### src/hdl/ccr_pkg.sv
package ccr_pkg;

  // register indices on the serial link
  localparam logic [7:0] ADDR_CHARGE_VOLTAGE = 8'h06;
  localparam logic [7:0] ADDR_TERM_TIMER     = 8'h07;
  localparam logic [7:0] ADDR_IR_THERMAL     = 8'h08;

  // reset values
  localparam logic [7:0] RST_CHARGE_VOLTAGE  = 8'h5e;
  localparam logic [7:0] RST_TERM_TIMER      = 8'h9d;
  localparam logic [7:0] RST_IR_THERMAL      = 8'h03;

  typedef struct packed {
    logic [5:0] charge_voltage_limit;
    logic       precharge_exit_threshold;
    logic       recharge_offset_sel;
  } ccr_cv_t;

  typedef struct packed {
    logic       term_en;
    logic       indicator_pin_off;
    logic [1:0] watchdog_period;
    logic       safety_timer_en;
    logic [1:0] fast_charge_duration;
    logic       cool_band_current_sel;
  } ccr_tt_t;

  typedef struct packed {
    logic [2:0] ir_comp_resistance;
    logic [2:0] ir_comp_voltage_max;
    logic [1:0] thermal_reg_threshold;
  } ccr_ir_t;

  localparam logic [5:0] VLIM_MAX_CODE       = 6'h30;
  localparam logic [1:0] WD_CODE_OFF         = 2'h0;

  // analog scaling, in mV, mA, milliohm, degC, %, s, h
  localparam int VLIM_OFFSET_MV      = 3840;
  localparam int VLIM_LSB_MV         = 16;
  localparam int PRECHG_LOW_MV       = 2800;
  localparam int PRECHG_HIGH_MV      = 3000;
  localparam int RECHG_SMALL_MV      = 100;
  localparam int RECHG_LARGE_MV      = 200;
  localparam int FCUR_LSB_MA         = 64;
  localparam int COOL_PCT_HALF       = 50;
  localparam int COOL_PCT_FIFTH      = 20;
  localparam int PCT_FULL            = 100;
  localparam int IRCOMP_LSB_MOHM     = 20;
  localparam int CLAMP_LSB_MV        = 32;
  localparam int MOHM_PER_OHM        = 1000;
  localparam int THERM_BASE_C        = 60;
  localparam int THERM_STEP_C        = 20;
  localparam int SAFETY_H0           = 5;
  localparam int SAFETY_H1           = 8;
  localparam int SAFETY_H2           = 12;
  localparam int SAFETY_H3           = 20;
  localparam int WD_BASE_S           = 40;

  // time base
  localparam int CLK_PERIOD_NS       = 20;
  localparam int ONE_SEC_NS          = 1000000000;
  localparam int TICK_CYCLES         = ONE_SEC_NS / CLK_PERIOD_NS;

  typedef struct packed {
    logic       wr;
    logic [7:0] addr;
    logic [7:0] wdata;
    logic [7:0] rd_addr;
  } ccr_bus_t;

  typedef struct packed {
    logic [15:0] charge_voltage_limit_mv;
    logic [15:0] charge_voltage_target_mv;
    logic [15:0] precharge_exit_mv;
    logic [15:0] recharge_mv;
    logic        term_en;
    logic        indicator_pin_off;
    logic [7:0]  watchdog_period_s;
    logic        safety_timer_en;
    logic [4:0]  fast_charge_hours;
    logic        charge_enable;
    logic [15:0] cool_current_ma;
    logic [7:0]  ir_comp_resistance_mohm;
    logic [7:0]  ir_comp_voltage_max_mv;
    logic [7:0]  thermal_reg_threshold_c;
  } ccr_cfg_t;

endpackage
### src/hdl/ccr_config_regs.sv
`timescale 1ns/100ps
`default_nettype none
module ccr_config_regs #(
  parameter int         TICK_CYCLES_P = ccr_pkg::TICK_CYCLES,
  parameter logic [6:0] DEV_ADDR      = 7'h40  // arbitrary value
) (
  input  wire logic             sys_clk_in,
  input  wire logic             reset_n_in,
  input  wire logic             scl_in,
  input  wire logic             sda_in,
  output logic                  sda_out,
  output logic                  sda_oe_n_out,
  input  wire logic             reg_reset_in,
  input  wire logic             watchdog_kick_in,
  input  wire logic [6:0]       fast_charge_current_in,
  output logic                  watchdog_kick_clear_out,
  output logic                  watchdog_expired_out,
  output ccr_pkg::ccr_cfg_t     cfg_out
);
  import ccr_pkg::*;

  typedef struct packed {
    ccr_cv_t     cv;
    ccr_tt_t     tt;
    ccr_ir_t     ir;
    logic [31:0] tick_cnt;
    logic [7:0]  sec_cnt;
    logic        kick_clr;
    logic        wd_fire;
    logic        live;
    ccr_cfg_t    cfg;
  } ccr_state_t;

  localparam ccr_state_t S_RESET = '{
    cv: RST_CHARGE_VOLTAGE,
    tt: RST_TERM_TIMER,
    ir: RST_IR_THERMAL,
    default: '0
  };
  localparam logic [31:0] TICK_LAST = 32'(TICK_CYCLES_P - 1);

  ccr_state_t s_r;
  ccr_state_t s_nxt;
  ccr_bus_t   bus;
  logic [7:0] rdata;

  ccr_i2c_slave #(
    .DEV_ADDR     (DEV_ADDR)
  ) u_link (
    .sys_clk_in   (sys_clk_in),
    .reset_n_in   (reset_n_in),
    .scl_in       (scl_in),
    .sda_in       (sda_in),
    .rdata_in     (rdata),
    .bus_out      (bus),
    .sda_out      (sda_out),
    .sda_oe_n_out (sda_oe_n_out)
  );

  // read mux; unmapped indices read zero
  always_comb begin
    unique case (bus.rd_addr)
      ADDR_CHARGE_VOLTAGE: rdata = s_r.cv;
      ADDR_TERM_TIMER:     rdata = s_r.tt;
      ADDR_IR_THERMAL:     rdata = s_r.ir;
      default:             rdata = 8'h00;
    endcase
  end

  function automatic logic [7:0] period_s(input logic [1:0] code);
    logic [7:0] p;
    p = 8'h00;
    unique case (code)
      2'h0: p = 8'h00;
      2'h1: p = 8'(WD_BASE_S);
      2'h2: p = 8'(WD_BASE_S * 2);
      2'h3: p = 8'(WD_BASE_S * 4);
    endcase
    return p;
  endfunction

  function automatic logic [4:0] hours(input logic [1:0] code);
    logic [4:0] h;
    h = 5'h00;
    unique case (code)
      2'h0: h = 5'(SAFETY_H0);
      2'h1: h = 5'(SAFETY_H1);
      2'h2: h = 5'(SAFETY_H2);
      2'h3: h = 5'(SAFETY_H3);
    endcase
    return h;
  endfunction

  logic [31:0] vlim_mv;
  logic [31:0] fcur_ma;
  logic [31:0] ir_mv;
  logic [31:0] clamp_mv;
  logic [31:0] rcomp_mohm;
  logic [7:0]  wd_period;

  always_comb begin
    s_nxt       = s_r;
    s_nxt.kick_clr = 1'b0;
    s_nxt.wd_fire  = 1'b0;
    // cfg_out is still zero on the first edge after reset, so checks wait for this flag
    s_nxt.live     = 1'b1;
    wd_period   = period_s(s_r.tt.watchdog_period);

    // register writes from the link
    if (bus.wr) begin
      unique case (bus.addr)
        ADDR_CHARGE_VOLTAGE: begin
          s_nxt.cv = bus.wdata;
          if (bus.wdata[7:2] > VLIM_MAX_CODE) begin
            s_nxt.cv.charge_voltage_limit = VLIM_MAX_CODE;
          end
        end
        ADDR_TERM_TIMER:     s_nxt.tt = bus.wdata;
        ADDR_IR_THERMAL:     s_nxt.ir = bus.wdata;
        default: ;
      endcase
    end

    // watchdog: one-second prescaler then a seconds count
    if (watchdog_kick_in || s_r.tt.watchdog_period == WD_CODE_OFF) begin
      s_nxt.tick_cnt = '0;
      s_nxt.sec_cnt  = '0;
      s_nxt.kick_clr = watchdog_kick_in;
    end else if (s_r.tick_cnt == TICK_LAST) begin
      s_nxt.tick_cnt = '0;
      s_nxt.sec_cnt  = s_r.sec_cnt + 8'h01;
      if (s_r.sec_cnt + 8'h01 >= wd_period) begin
        s_nxt.wd_fire = 1'b1;
        s_nxt.sec_cnt = '0;
      end
    end else begin
      s_nxt.tick_cnt = s_r.tick_cnt + 32'h0000_0001;
    end

    // either reset source wins over a link write in the same cycle
    if (reg_reset_in || s_r.wd_fire) begin
      s_nxt.cv = RST_CHARGE_VOLTAGE;
      s_nxt.tt = RST_TERM_TIMER;
      s_nxt.ir = RST_IR_THERMAL;
    end

    // decoded settings, registered so consumers see glitch-free values
    vlim_mv    = 32'(VLIM_OFFSET_MV) + 32'(s_r.cv.charge_voltage_limit) * 32'(VLIM_LSB_MV);
    fcur_ma    = 32'(fast_charge_current_in) * 32'(FCUR_LSB_MA);
    rcomp_mohm = 32'(s_r.ir.ir_comp_resistance) * 32'(IRCOMP_LSB_MOHM);
    clamp_mv   = 32'(s_r.ir.ir_comp_voltage_max) * 32'(CLAMP_LSB_MV);
    ir_mv      = (fcur_ma * rcomp_mohm) / 32'(MOHM_PER_OHM);
    if (ir_mv > clamp_mv) begin
      ir_mv = clamp_mv;
    end

    s_nxt.cfg.charge_voltage_limit_mv  = 16'(vlim_mv);
    s_nxt.cfg.charge_voltage_target_mv = 16'(vlim_mv + ir_mv);
    s_nxt.cfg.precharge_exit_mv        = s_r.cv.precharge_exit_threshold ?
                                         16'(PRECHG_HIGH_MV) : 16'(PRECHG_LOW_MV);
    s_nxt.cfg.recharge_mv              = 16'(vlim_mv) - (s_r.cv.recharge_offset_sel ?
                                         16'(RECHG_LARGE_MV) : 16'(RECHG_SMALL_MV));
    s_nxt.cfg.term_en                  = s_r.tt.term_en;
    s_nxt.cfg.indicator_pin_off        = s_r.tt.indicator_pin_off;
    s_nxt.cfg.watchdog_period_s        = wd_period;
    s_nxt.cfg.safety_timer_en          = s_r.tt.safety_timer_en;
    s_nxt.cfg.fast_charge_hours        = hours(s_r.tt.fast_charge_duration);
    s_nxt.cfg.charge_enable            = fast_charge_current_in != 7'h00;
    s_nxt.cfg.cool_current_ma          = 16'(fcur_ma * (s_r.tt.cool_band_current_sel ?
                                         32'(COOL_PCT_FIFTH) : 32'(COOL_PCT_HALF))
                                         / 32'(PCT_FULL));
    s_nxt.cfg.ir_comp_resistance_mohm  = 8'(rcomp_mohm);
    s_nxt.cfg.ir_comp_voltage_max_mv   = 8'(clamp_mv);
    s_nxt.cfg.thermal_reg_threshold_c  = 8'(32'(THERM_BASE_C) +
                                         32'(s_r.ir.thermal_reg_threshold) * 32'(THERM_STEP_C));
  end

  always_ff @(posedge sys_clk_in) begin
    if (!reset_n_in) begin
      s_r <= S_RESET;
    end else begin
      s_r <= s_nxt;
    end
  end

  assign cfg_out                 = s_r.cfg;
  assign watchdog_kick_clear_out = s_r.kick_clr;
  assign watchdog_expired_out    = s_r.wd_fire;
endmodule
`default_nettype wire

### src/hdl/ccr_i2c_slave.sv
`timescale 1ns/100ps
`default_nettype none
module ccr_i2c_slave #(
  parameter logic [6:0] DEV_ADDR = 7'h40  // arbitrary value
) (
  input  wire logic             sys_clk_in,
  input  wire logic             reset_n_in,
  input  wire logic             scl_in,
  input  wire logic             sda_in,
  input  wire logic [7:0]       rdata_in,
  output ccr_pkg::ccr_bus_t     bus_out,
  output logic                  sda_out,
  output logic                  sda_oe_n_out
);
  import ccr_pkg::*;

  typedef enum logic [2:0] {
    S_IDLE  = 3'h0,
    S_ADDR  = 3'h1,
    S_AACK  = 3'h3,
    S_RX    = 3'h2,
    S_RXACK = 3'h6,
    S_TX    = 3'h7,
    S_TXACK = 3'h5,
    S_SKIP  = 3'h4
  } ccr_i2c_st_t;

  typedef struct packed {
    ccr_i2c_st_t st;
    logic [2:0]  scl_s;
    logic [2:0]  sda_s;
    logic [3:0]  cnt;
    logic [7:0]  sh;
    logic        rw;
    logic        first;
    logic [7:0]  ptr;
    logic        drive;
    logic        wr;
    logic [7:0]  waddr;
    logic [7:0]  wdata;
  } ccr_i2c_state_t;

  localparam ccr_i2c_state_t S_RESET = '{st: S_IDLE, scl_s: 3'h7, sda_s: 3'h7, default: '0};
  localparam logic [3:0] BITS_PER_BYTE = 4'h8;
  localparam logic [3:0] LAST_TX_BIT   = 4'h7;

  ccr_i2c_state_t s_r;
  ccr_i2c_state_t s_nxt;
  logic scl_rise;
  logic scl_fall;
  logic start_seen;
  logic stop_seen;

  // only the second and third stages are read; the first is a pure synchroniser
  assign scl_rise   = s_r.scl_s[1] & ~s_r.scl_s[2];
  assign scl_fall   = ~s_r.scl_s[1] & s_r.scl_s[2];
  assign start_seen = s_r.scl_s[1] & s_r.scl_s[2] & ~s_r.sda_s[1] & s_r.sda_s[2];
  assign stop_seen  = s_r.scl_s[1] & s_r.scl_s[2] & s_r.sda_s[1] & ~s_r.sda_s[2];

  always_comb begin
    s_nxt       = s_r;
    s_nxt.wr    = 1'b0;
    s_nxt.scl_s = {s_r.scl_s[1:0], scl_in};
    s_nxt.sda_s = {s_r.sda_s[1:0], sda_in};
    if (start_seen) begin
      s_nxt.st    = S_ADDR;
      s_nxt.cnt   = '0;
      s_nxt.drive = 1'b0;
    end else if (stop_seen) begin
      s_nxt.st    = S_IDLE;
      s_nxt.drive = 1'b0;
    end else if (scl_rise) begin
      unique case (s_r.st)
        S_ADDR, S_RX: begin
          s_nxt.sh  = {s_r.sh[6:0], s_r.sda_s[1]};
          s_nxt.cnt = s_r.cnt + 4'h1;
        end
        S_TXACK: if (s_r.sda_s[1]) s_nxt.st = S_SKIP;
        default: ;
      endcase
    end else if (scl_fall) begin
      unique case (s_r.st)
        S_ADDR: if (s_r.cnt == BITS_PER_BYTE) begin
          if (s_r.sh[7:1] == DEV_ADDR) begin
            s_nxt.st    = S_AACK;
            s_nxt.drive = 1'b1;
            s_nxt.rw    = s_r.sh[0];
            s_nxt.first = 1'b1;
          end else begin
            s_nxt.st = S_SKIP;
          end
        end
        S_AACK, S_TXACK: begin
          s_nxt.cnt = '0;
          if (s_r.rw) begin
            s_nxt.st    = S_TX;
            s_nxt.sh    = rdata_in;
            s_nxt.drive = ~rdata_in[7];
            s_nxt.ptr   = s_r.ptr + 8'h01;
          end else begin
            s_nxt.st    = S_RX;
            s_nxt.drive = 1'b0;
          end
        end
        S_RX: if (s_r.cnt == BITS_PER_BYTE) begin
          s_nxt.st    = S_RXACK;
          s_nxt.drive = 1'b1;
          s_nxt.first = 1'b0;
          if (s_r.first) begin
            s_nxt.ptr = s_r.sh;
          end else begin
            s_nxt.wr    = 1'b1;
            s_nxt.waddr = s_r.ptr;
            s_nxt.wdata = s_r.sh;
            s_nxt.ptr   = s_r.ptr + 8'h01;
          end
        end
        S_RXACK: begin
          s_nxt.st    = S_RX;
          s_nxt.drive = 1'b0;
          s_nxt.cnt   = '0;
        end
        S_TX: begin
          s_nxt.cnt = s_r.cnt + 4'h1;
          if (s_r.cnt == LAST_TX_BIT) begin
            s_nxt.st    = S_TXACK;
            s_nxt.drive = 1'b0;
          end else begin
            s_nxt.sh    = {s_r.sh[6:0], 1'b0};
            s_nxt.drive = ~s_r.sh[6];
          end
        end
        default: ;
      endcase
    end
  end

  always_ff @(posedge sys_clk_in) begin
    if (!reset_n_in) begin
      s_r <= S_RESET;
    end else begin
      s_r <= s_nxt;
    end
  end

  assign bus_out      = '{wr: s_r.wr, addr: s_r.waddr, wdata: s_r.wdata, rd_addr: s_r.ptr};
  // open drain: the pad only ever pulls low
  assign sda_out      = 1'b0;
  assign sda_oe_n_out = ~s_r.drive;

endmodule
`default_nettype wire

### config.mk
export PLATFORM = sky130hd
export DESIGN_NAME = ccr_config_regs
export DESIGN_NICKNAME = d
export VERILOG_FILES = /design/src/hdl/ccr_pkg.sv /design/src/hdl/ccr_config_regs.sv /design/src/hdl/ccr_i2c_slave.sv
export SDC_FILE = /design/constraint.sdc
export NUM_CORES = 1
export LEC_CHECK = 0
export BUFFER_PORTS_ARGS = -buffer_cell sky130_fd_sc_hd__buf_4
export CAP_MARGIN = 20
export CORE_AREA = 2 2 174 193
export CTS_CLUSTER_SIZE = 10
export DETAILED_ROUTE_END_ITERATION = 8
export DIE_AREA = 0 0 176 195
export GPL_TIMING_DRIVEN = 0
export PLACE_DENSITY = 0.75
export SETUP_SLACK_MARGIN = 0.5
export SLEW_MARGIN = 25
export SYNTH_ARGS = -nofsm -noshare
export SYNTH_HDL_FRONTEND = slang
export SYNTH_HIERARCHICAL = 1
export SYNTH_SLANG_ARGS = --single-unit
### constraint.sdc
create_clock -name sys_clk_in -period 18.5 [get_ports sys_clk_in]
set_input_delay 1.85 -clock sys_clk_in [delete_from_list [all_inputs] [get_ports sys_clk_in]]
set_output_delay 1.85 -clock sys_clk_in [all_outputs]
set_load 0.05 [all_outputs]
==> results.ini, run 1 <==
[clocking]
clk_path_buf_depth=2
root_buffer=clkbuf_16
htree_levels=4
cts_tree=yes
path_clk_slew_ns=0.07
cts_sinks=189
clk_latency_ns=0.44
numCtsBuffers=17

[die]
dieWidth_um=176
ioPinCount=138
die_h_um=195
coreArea_mm2=0.0322
row_count=69
die-area_mm2=0.0343
start_util_pct=59.3

[timing]
maxSlewHeadroom_pct=33.0
fin_crit_sh_pct=92.5
rsz0062_at_grt=no
worstMarginPinSlew_ns=1.00
clock.fmax_ghz=0.0585
setup_viol=0
hold_viol=0
fin_tns_setup_ns=0
final_max_slew_viol_count=0
clock_skew_ns=0.0100
period_minus_slack_ns=17.10

[placed_design]
hpwl_mm=39.8
portBuffers=97
place_congestion=0.955

[critical_path]
cp_max_fo=10
critPathTopFamily=compound AO/OA/AOI/OAI gates
crit_arrival_ns=17.47
start_kind=primary input
slowest_delay_ns=0.56
path_class=primary input to register
reg2regPathDepth=61
path_common_cell=ha_1
cp_num_cells=61
cp-end-kind=register
required_ns=18.86
crit_slowest_cell=fa_1
reg2reg_setup_slack_ns=1.82
crit_buf_inv=6

[global_route]
grt_max_degree=21
antenna_found_initial=0
overflow=0
grt.total_usage_pct=29.2
grt_pass1_vias=17400
grt_first_pass_wirelength_mm=83.9

[yosys]
yosys.cell_count.top_type=nor2_1
yosys-top-cells-count=nor2_1, dfxtp_1, nand2_1
syn-instance-count=2434
async_flop_share_pct=0
ys_ff_latch=189
netlist_area_mm2=0.0191
seq_area_frac_synth_pct=19.8
yosysWarnings=6
synth_flop_cell=dfxtp_1
synth_top_area_share_pct=19.8
syn_avg_cell_area_um2=7.84
yosys-top-cells-area=dfxtp_1, ha_1, buf_4
synth.largest_area_cell=dfxtp_1
synth_cell_types=134
synth_edf_count=0

[route]
antenna_left=0
drt-total-wl_mm=51.3
drc=0
drtIter0Drc=1348
wl_per_cell_um=16.9
viasPerCell=6.05
num_vias=18400
first_pass_iters=6

[layout]
n_fill_cell=2815
area_delta_synth_final_pct=11.6
nets=2740
diodes=0
drive_gt1_share_pct=18.1

[worst_hold_path]
hold_class=register to register
whs_path_depth=1

[status]
outcome=finished, final reports clean

[run]
maxCapViolCount=0

==> metal layers <==
layer / global-route usage, % / vias to the layer above / part of all wire, %
met5: 0 / - / 0
met4: 8.75 / 0 / 2.3
met3: 3.04 / 97 / 4.8
met2: 53.4 / 568 / 51
met1: 35.9 / 8735 / 42
li1: - / 8970 / -
==> kinds of logic (layout without fill, tap and decap cells) <==
group                      count (synthesis)  in the layout  share of synthesized area [%]
AOI/OAI and AO/OA                        661            661                           25.9
xor gates and xnor gates                 104            104                           4.99
adders and majority gates                132            132                           9.87
buffers and inverters                    373            502                           10.6
DFF                                      189            189                           19.8
muxes                                     67             67                           3.72
other                                      3             51                         0.0590
and+or+nand+nor                          905            905                           25.0
==> through the flow <==
stage               hold WS, ns  std cells  area (um2)  worst slack, ns  utilization, %
finish                    0.422       3037       21300             1.40            66.1
floorplan                 0.386       2482       19300             2.99               -
detailed placement        0.413       3005       20500            0.133            63.8
global route              0.438       3037       21300            0.443            66.1
CTS                       0.432       3037       21100            0.522            65.6
global placement          0.395       3005       20500            0.432            63.8
==> area by class of cell <==
cell class	count	area [um2]	share of cell area, %
buffer	237	1510	7.08
clock buffer	18	439	2.06
clock inverter	14	159	0.746
inverter	136	513	2.41
multi-input combinational	1920	13600	64.0
sequential	189	3780	17.8
tap	426	533	2.50
timing repair buffer	97	728	3.42
==> path summary, 6_finish.rpt <==
check / from / endpoint
max: fast_charge_current_in[0] / cfg_out[101]$_SDFF_PN0_
max reg2reg: s_r[170]$_SDFFE_PP0P_ / cfg_out[101]$_SDFF_PN0_
min reg2reg: u_link/s_nxt[41]$_SDFF_PN1_ / u_link/s_nxt[42]$_SDFF_PN1_
min: u_link/s_nxt[41]$_SDFF_PN1_ / u_link/s_nxt[42]$_SDFF_PN1_
==> sequential cells by signal, summed over array words and instances (netlist names) <==
signal and cells:
cfg_out 74, watchdog_expired_out 1, s_r 61, s_nxt 3, u_link/bus_out 25, u_link/s_nxt 4
watchdog_kick_clear_out 1, u_link/s_r 20
==> layout by cell type, fill, tap and decap left out, types with 22 or more instances in the layout <==
master / n
o21ai_0: 94
fa_1: 32
o211ai_1: 42
buf_4: 248
xnor2_1: 52
and3_1: 35
ha_1: 97
nand2b_1: 30
nand3_1: 98
nor3_1: 50
xor2_1: 43
a21o_1: 35
or3_1: 28
a21oi_1: 118
nor2b_1: 41
conb_1: 51
nand2_1: 172
a211oi_1: 22
o21a_1: 24
dfxtp_1: 189
or2_2: 28
mux2i_1: 52
clkbuf_1: 51
nor2_1: 211
inv_1: 130
and2_1: 81
buf_2: 28
==> what timing repair did <==
action                     4_1_cts  5_1_grt
setup endpoints to repair        0       10
resized for setup                0       27
buffers inserted                 0        0
hold buffers                     0        0
Power of run 1 is not shown: default switching activity piles up to over one toggle a cycle in this logic, so the estimate is an artifact.
==> run 2: changes to the inputs <==
Settings changed: CORE_AREA 2 2 174 193 to 5 5 177 196, DIE_AREA 0 0 176 195 to 0 0 182 201, RECOVER_POWER from default to 25.
==> results.ini, run 2 (synthesized netlist as in run 1, its figures left out) <==
[status]
outcome=finished, final reports clean

[global_route]
grt_max_degree=18  ; -14%
grt_first_pass_wirelength_mm=84.3  ; +0.46%
antenna_found_initial=0  ; unchanged
grt.total_usage_pct=26.7  ; -2.5 points
overflow=0  ; unchanged
grt_pass1_vias=17500  ; +0.56%

[die]
ioPinCount=138  ; unchanged
die_h_um=201  ; +3.1%
row_count=70  ; +1.4%
coreArea_mm2=0.0327  ; +1.4%
dieWidth_um=182  ; +3.4%
die-area_mm2=0.0366  ; +6.6%
start_util_pct=58.4  ; -0.85 points

[layout]
post-route-util_pct=65.2  ; -0.93 points
mostFrequentLayoutCells=buf_4, nor2_1, dfxtp_1
final_common_cell=buf_4
largest_register_ffs=74  ; unchanged
nets=2742  ; +0.073%
multi_input_area_mm2=0.0136  ; -0.17%
area_delta_synth_final_pct=11.6  ; about the same
diodes=0  ; unchanged
n_fill_cell=2902  ; +3.1%
drive_gt1_share_pct=18.0  ; -0.084 points
regArea_mm2=0.00378  ; unchanged

[critical_path]
r2r_end=cfg_out[101]$_SDFF_PN0_
cp-end-kind=register
start_kind=primary input
slowest_delay_ns=0.55  ; about the same
reg2reg_setup_slack_ns=1.83  ; about the same
required_ns=18.85  ; about the same
cp_max_fo=10  ; unchanged
path_common_cell=ha_1
timing.rr.start=s_r[169]$_SDFFE_PP0P_
reg2regPathDepth=63  ; +3.3%
crit_slowest_cell=fa_1
crit_arrival_ns=17.45  ; -0.02 ns
path_class=primary input to register

[placed_design]
hpwl_mm=39.6  ; -0.61%
post-place-ws_ns=0.155  ; +0.0215 ns
place_congestion=0.925  ; -3.2%
portBuffers=97  ; unchanged

[worst_hold_path]
whs_path_depth=1  ; unchanged
min_to=u_link/s_nxt[45]$_SDFF_PN1_
hold_class=register to register
hp-start=u_link/s_nxt[44]$_SDFF_PN1_

[timing]
final_max_slew_viol_count=0  ; unchanged
rsz0062_at_grt=yes
period_minus_slack_ns=17.10  ; -0.00708 ns
worst_slack_ns=1.40  ; +0.00708 ns
worstMarginPinSlew_ns=1.05  ; +0.0440 ns
maxSlewHeadroom_pct=30.1  ; -2.9 points
setup_viol=0  ; unchanged
clock_skew_ns=0.0103  ; +0.000307 ns
clock.fmax_ghz=0.0585  ; about the same
hold_viol=0  ; unchanged
fin_tns_setup_ns=0  ; unchanged
fin_crit_sh_pct=92.4  ; about the same

[clocking]
numCtsBuffers=17  ; unchanged
cts_sinks=189  ; unchanged
path_clk_slew_ns=0.07  ; about the same
clk_latency_ns=0.44  ; about the same
cts_tree=yes
root_buffer=clkbuf_16
clk_path_buf_depth=2  ; unchanged
htree_levels=4  ; unchanged

[route]
viasPerCell=5.99  ; -0.93%
drc=0  ; unchanged
drt-total-wl_mm=50.7  ; -1.2%
num_vias=18200  ; -0.70%
drtIter0Drc=1554  ; +15%
first_pass_iters=5  ; -1
antenna_left=0  ; unchanged
wl_per_cell_um=16.7  ; -1.5%

[run]
maxCapViolCount=0  ; unchanged

## run 2: what timing repair did
item / 4_1_cts / 5_1_grt
setup endpoints to repair: 0 / 8
buffers inserted: 0 / 2
hold buffers: 0 / 0
gates resized for setup: 0 / 25
## run 2: final cells by class
type / instances / share of cell area, %
plain buffers: 237 / 7.08
clock buffers: 18 / 2.01
clock inverters: 13 / 0.840
inverters: 136 / 2.41
multi-input cells: 1920 / 63.9
flip-flops and latches: 189 / 17.8
well taps: 432 / 2.54
repair buffers: 99 / 3.47
## run 2: critical path, delay by kind of cell
family | cells | cell delay (ns)
AOI/OAI and AO/OA | 24 | 5.80
and+or+nand+nor | 18 | 3.86
adders and majority gates | 10 | 3.73
buffers and inverters | 6 | 0.83
xor gates and xnor gates | 2 | 0.68
muxes | 2 | 0.67
## run 2: how the worst max path moves through the flow
stage / start / to / slack, ns / cells after the start
2_1_floorplan: fast_charge_current_in[0] / cfg_out[101]$_SDFF_PN0_ / 2.99 / 60
4_1_cts: fast_charge_current_in[0] / cfg_out[101]$_SDFF_PN0_ / 0.54 / 61
3_5_place_dp: fast_charge_current_in[0] / cfg_out[101]$_SDFF_PN0_ / 0.15 / 61
5_1_grt: fast_charge_current_in[0] / cfg_out[101]$_SDFF_PN0_ / 0.41 / 61
3_3_place_gp: fast_charge_current_in[0] / cfg_out[101]$_SDFF_PN0_ / 0.34 / 61
6_report: fast_charge_current_in[0] / cfg_out[101]$_SDFF_PN0_ / 1.40 / 62
## run 2: through the flow
| stage | cell area, um2 | hold slack, ns | std cells |
|---|---|---|---|
| final | 21300 | 0.415 | 3044 |
| after global routing | 21300 | 0.443 | 3044 |
| after floorplan | 19300 | 0.386 | 2482 |
| after detailed placement | 20500 | 0.400 | 3011 |
| after global placement | 20500 | 0.394 | 3011 |
| after CTS | 21200 | 0.421 | 3042 |
## run 2: routing by layer
metal	GRT usage [%]	vias to the layer above	wire [um]
met5	0	-	0
met4	6.03	0	943
met3	3.33	82	2230
met2	48.1	549	25400
met1	34.0	8629	22100
li1	-	8982	-
Power of run 2 is left out for the same reason.
==> run 3: changes to the inputs <==
Settings changed: CORE_AREA 5 5 177 196 to 2 2 174 193, DIE_AREA 0 0 182 201 to 0 0 176 195.
==> results.ini, run 3 (synthesized netlist as in run 1, its figures left out) <==
[status]
outcome=finished, final reports clean

[clocking]
cts_hold_buf=0  ; unchanged
path_clk_slew_ns=0.07  ; about the same
postCtsResizedCells=0  ; unchanged
clk_latency_ns=0.45  ; about the same
cts_sinks=189  ; unchanged
cts_tree=yes
numCtsBuffers=17  ; unchanged
clk_path_buf_depth=2  ; unchanged
root_buffer=clkbuf_16
htree_levels=4  ; unchanged
cts_setup_buffers=0  ; unchanged

[critical_path]
crit_buf_inv=6  ; unchanged
crit_arrival_ns=17.47  ; +0.02 ns
cp-end-kind=register
start_kind=primary input
cp_num_cells=61  ; -1.6%
r2r_end=cfg_out[101]$_SDFF_PN0_
cp_max_fo=10  ; unchanged
critPathTopFamily=compound AO/OA/AOI/OAI gates
reg2regPathDepth=61  ; -3.2%
endpoint=cfg_out[101]$_SDFF_PN0_
timing.rr.start=s_r[170]$_SDFFE_PP0P_
required_ns=18.86  ; about the same
crit_slowest_cell=fa_1
reg2reg_setup_slack_ns=1.81  ; -0.02 ns
crit_start=fast_charge_current_in[0]
slowest_delay_ns=0.56  ; about the same
path_class=primary input to register
path_common_cell=ha_1

[layout]
diodes=0  ; unchanged
final_common_cell=buf_4
drive_gt1_share_pct=18.0  ; about the same
nets=2740  ; -0.073%
largest_register_ffs=74  ; unchanged
post-route-util_pct=66.1  ; +0.92 points
fin_cells=3037  ; -0.23%
mostFrequentLayoutCells=buf_4, nor2_1, dfxtp_1
area_delta_synth_final_pct=11.6  ; about the same

[route]
drc=0  ; unchanged
first_pass_iters=6  ; +1
drtIter0Drc=1276  ; -18%
num_vias=18400  ; +0.92%
antenna_left=0  ; unchanged
drt-total-wl_mm=51.4  ; +1.4%
viasPerCell=6.06  ; +1.2%
wl_per_cell_um=16.9  ; +1.7%

[die]
die-area_mm2=0.0343  ; -6.2%
row_count=69  ; -1.4%
die_h_um=195  ; -3.0%
dieWidth_um=176  ; -3.3%
start_util_pct=59.3  ; +0.85 points
ioPinCount=138  ; unchanged
coreArea_mm2=0.0322  ; -1.4%

[global_route]
grt_first_pass_wirelength_mm=83.9  ; -0.46%
overflow=0  ; unchanged
grt_pass1_vias=17400  ; -0.56%
grt_max_degree=21  ; +3
grt.total_usage_pct=29.2  ; +2.5 points
antenna_found_initial=0  ; unchanged

[placed_design]
place_congestion=0.955  ; +3.3%
hpwl_mm=39.8  ; +0.61%
portBuffers=97  ; unchanged
dp_cells=3005  ; -0.20%

[timing]
maxSlewHeadroom_pct=30.8  ; +0.73 points
setup_viol=0  ; unchanged
clock_skew_ns=0.0136  ; +0.00332 ns
rsz0062_at_grt=no
fin_tns_setup_ns=0  ; unchanged
fin_hold_ws_ns=0.421  ; +0.00575 ns
period_minus_slack_ns=17.11  ; +0.0103 ns
hold_viol=0  ; unchanged
worstMarginPinSlew_ns=1.04  ; -0.0109 ns
fin_crit_sh_pct=92.5  ; about the same
clock.fmax_ghz=0.0585  ; about the same
final_max_slew_viol_count=0  ; unchanged

[worst_hold_path]
hold_class=register to register

[run]
maxCapViolCount=0  ; unchanged

run 3: cell count changes in the layout (fill, tap and decap cells not counted), sizes merged:
cell,delta
clkinv,+4
bufinv,-3
buf,-2
clkinvlp,-2
inv,+2
run 3: worst min path at each step:
stage	start	end	slack [ns]	depth (start not counted)
after floorplan	u_link/s_nxt[41]$_SDFF_PN1_	u_link/s_nxt[42]$_SDFF_PN1_	0.39	1
after global placement	u_link/s_nxt[44]$_SDFF_PN1_	u_link/s_nxt[45]$_SDFF_PN1_	0.39	1
after detailed placement	u_link/s_nxt[41]$_SDFF_PN1_	u_link/s_nxt[42]$_SDFF_PN1_	0.41	1
after CTS	u_link/s_nxt[41]$_SDFF_PN1_	u_link/s_nxt[42]$_SDFF_PN1_	0.43	1
after global routing	u_link/s_nxt[41]$_SDFF_PN1_	u_link/s_nxt[42]$_SDFF_PN1_	0.44	1
final	u_link/s_nxt[41]$_SDFF_PN1_	u_link/s_nxt[42]$_SDFF_PN1_	0.42	1
run 3: final cells by class:
| cell class | instances | area, um2 |
|---|---|---|
| timing repair buffer | 97 | 724 |
| buffer | 237 | 1510 |
| multi-input combinational | 1920 | 13600 |
| tap | 426 | 533 |
| clock buffer | 18 | 439 |
| fill | 2817 | 10900 |
| inverter | 136 | 513 |
| sequential | 189 | 3780 |
| clock inverter | 14 | 159 |
run 3: per-layer routing:
metal	vias to the layer above	routed length [um]	track usage, %
met1	8779	21600	35.9
met3	96	2420	3.04
met2	556	26200	53.4
met5	-	0	0
met4	0	1220	8.75
li1	8979	-	-
run 3: worst register-to-register path, delay by kind of cell (launching register included):
family | cells | cell delay [ns]
compound gates | 22 | 5.91
xor+xnor | 4 | 1.30
fa+ha+maj | 10 | 3.50
buf+inv | 4 | 0.40
flops | 1 | 0.62
mux | 2 | 0.78
simple gates | 19 | 4.10
run 3: per-stage QoR:
| stage | area [um2] | setup slack (ns) |
|---|---|---|
| global route | 21300 | 0.443 |
| global placement | 20500 | 0.432 |
| CTS | 21100 | 0.522 |
| detailed placement | 20500 | 0.133 |
| finish | 21300 | 1.39 |
| floorplan | 19300 | 2.99 |
Power of run 3 is left out for the same reason.
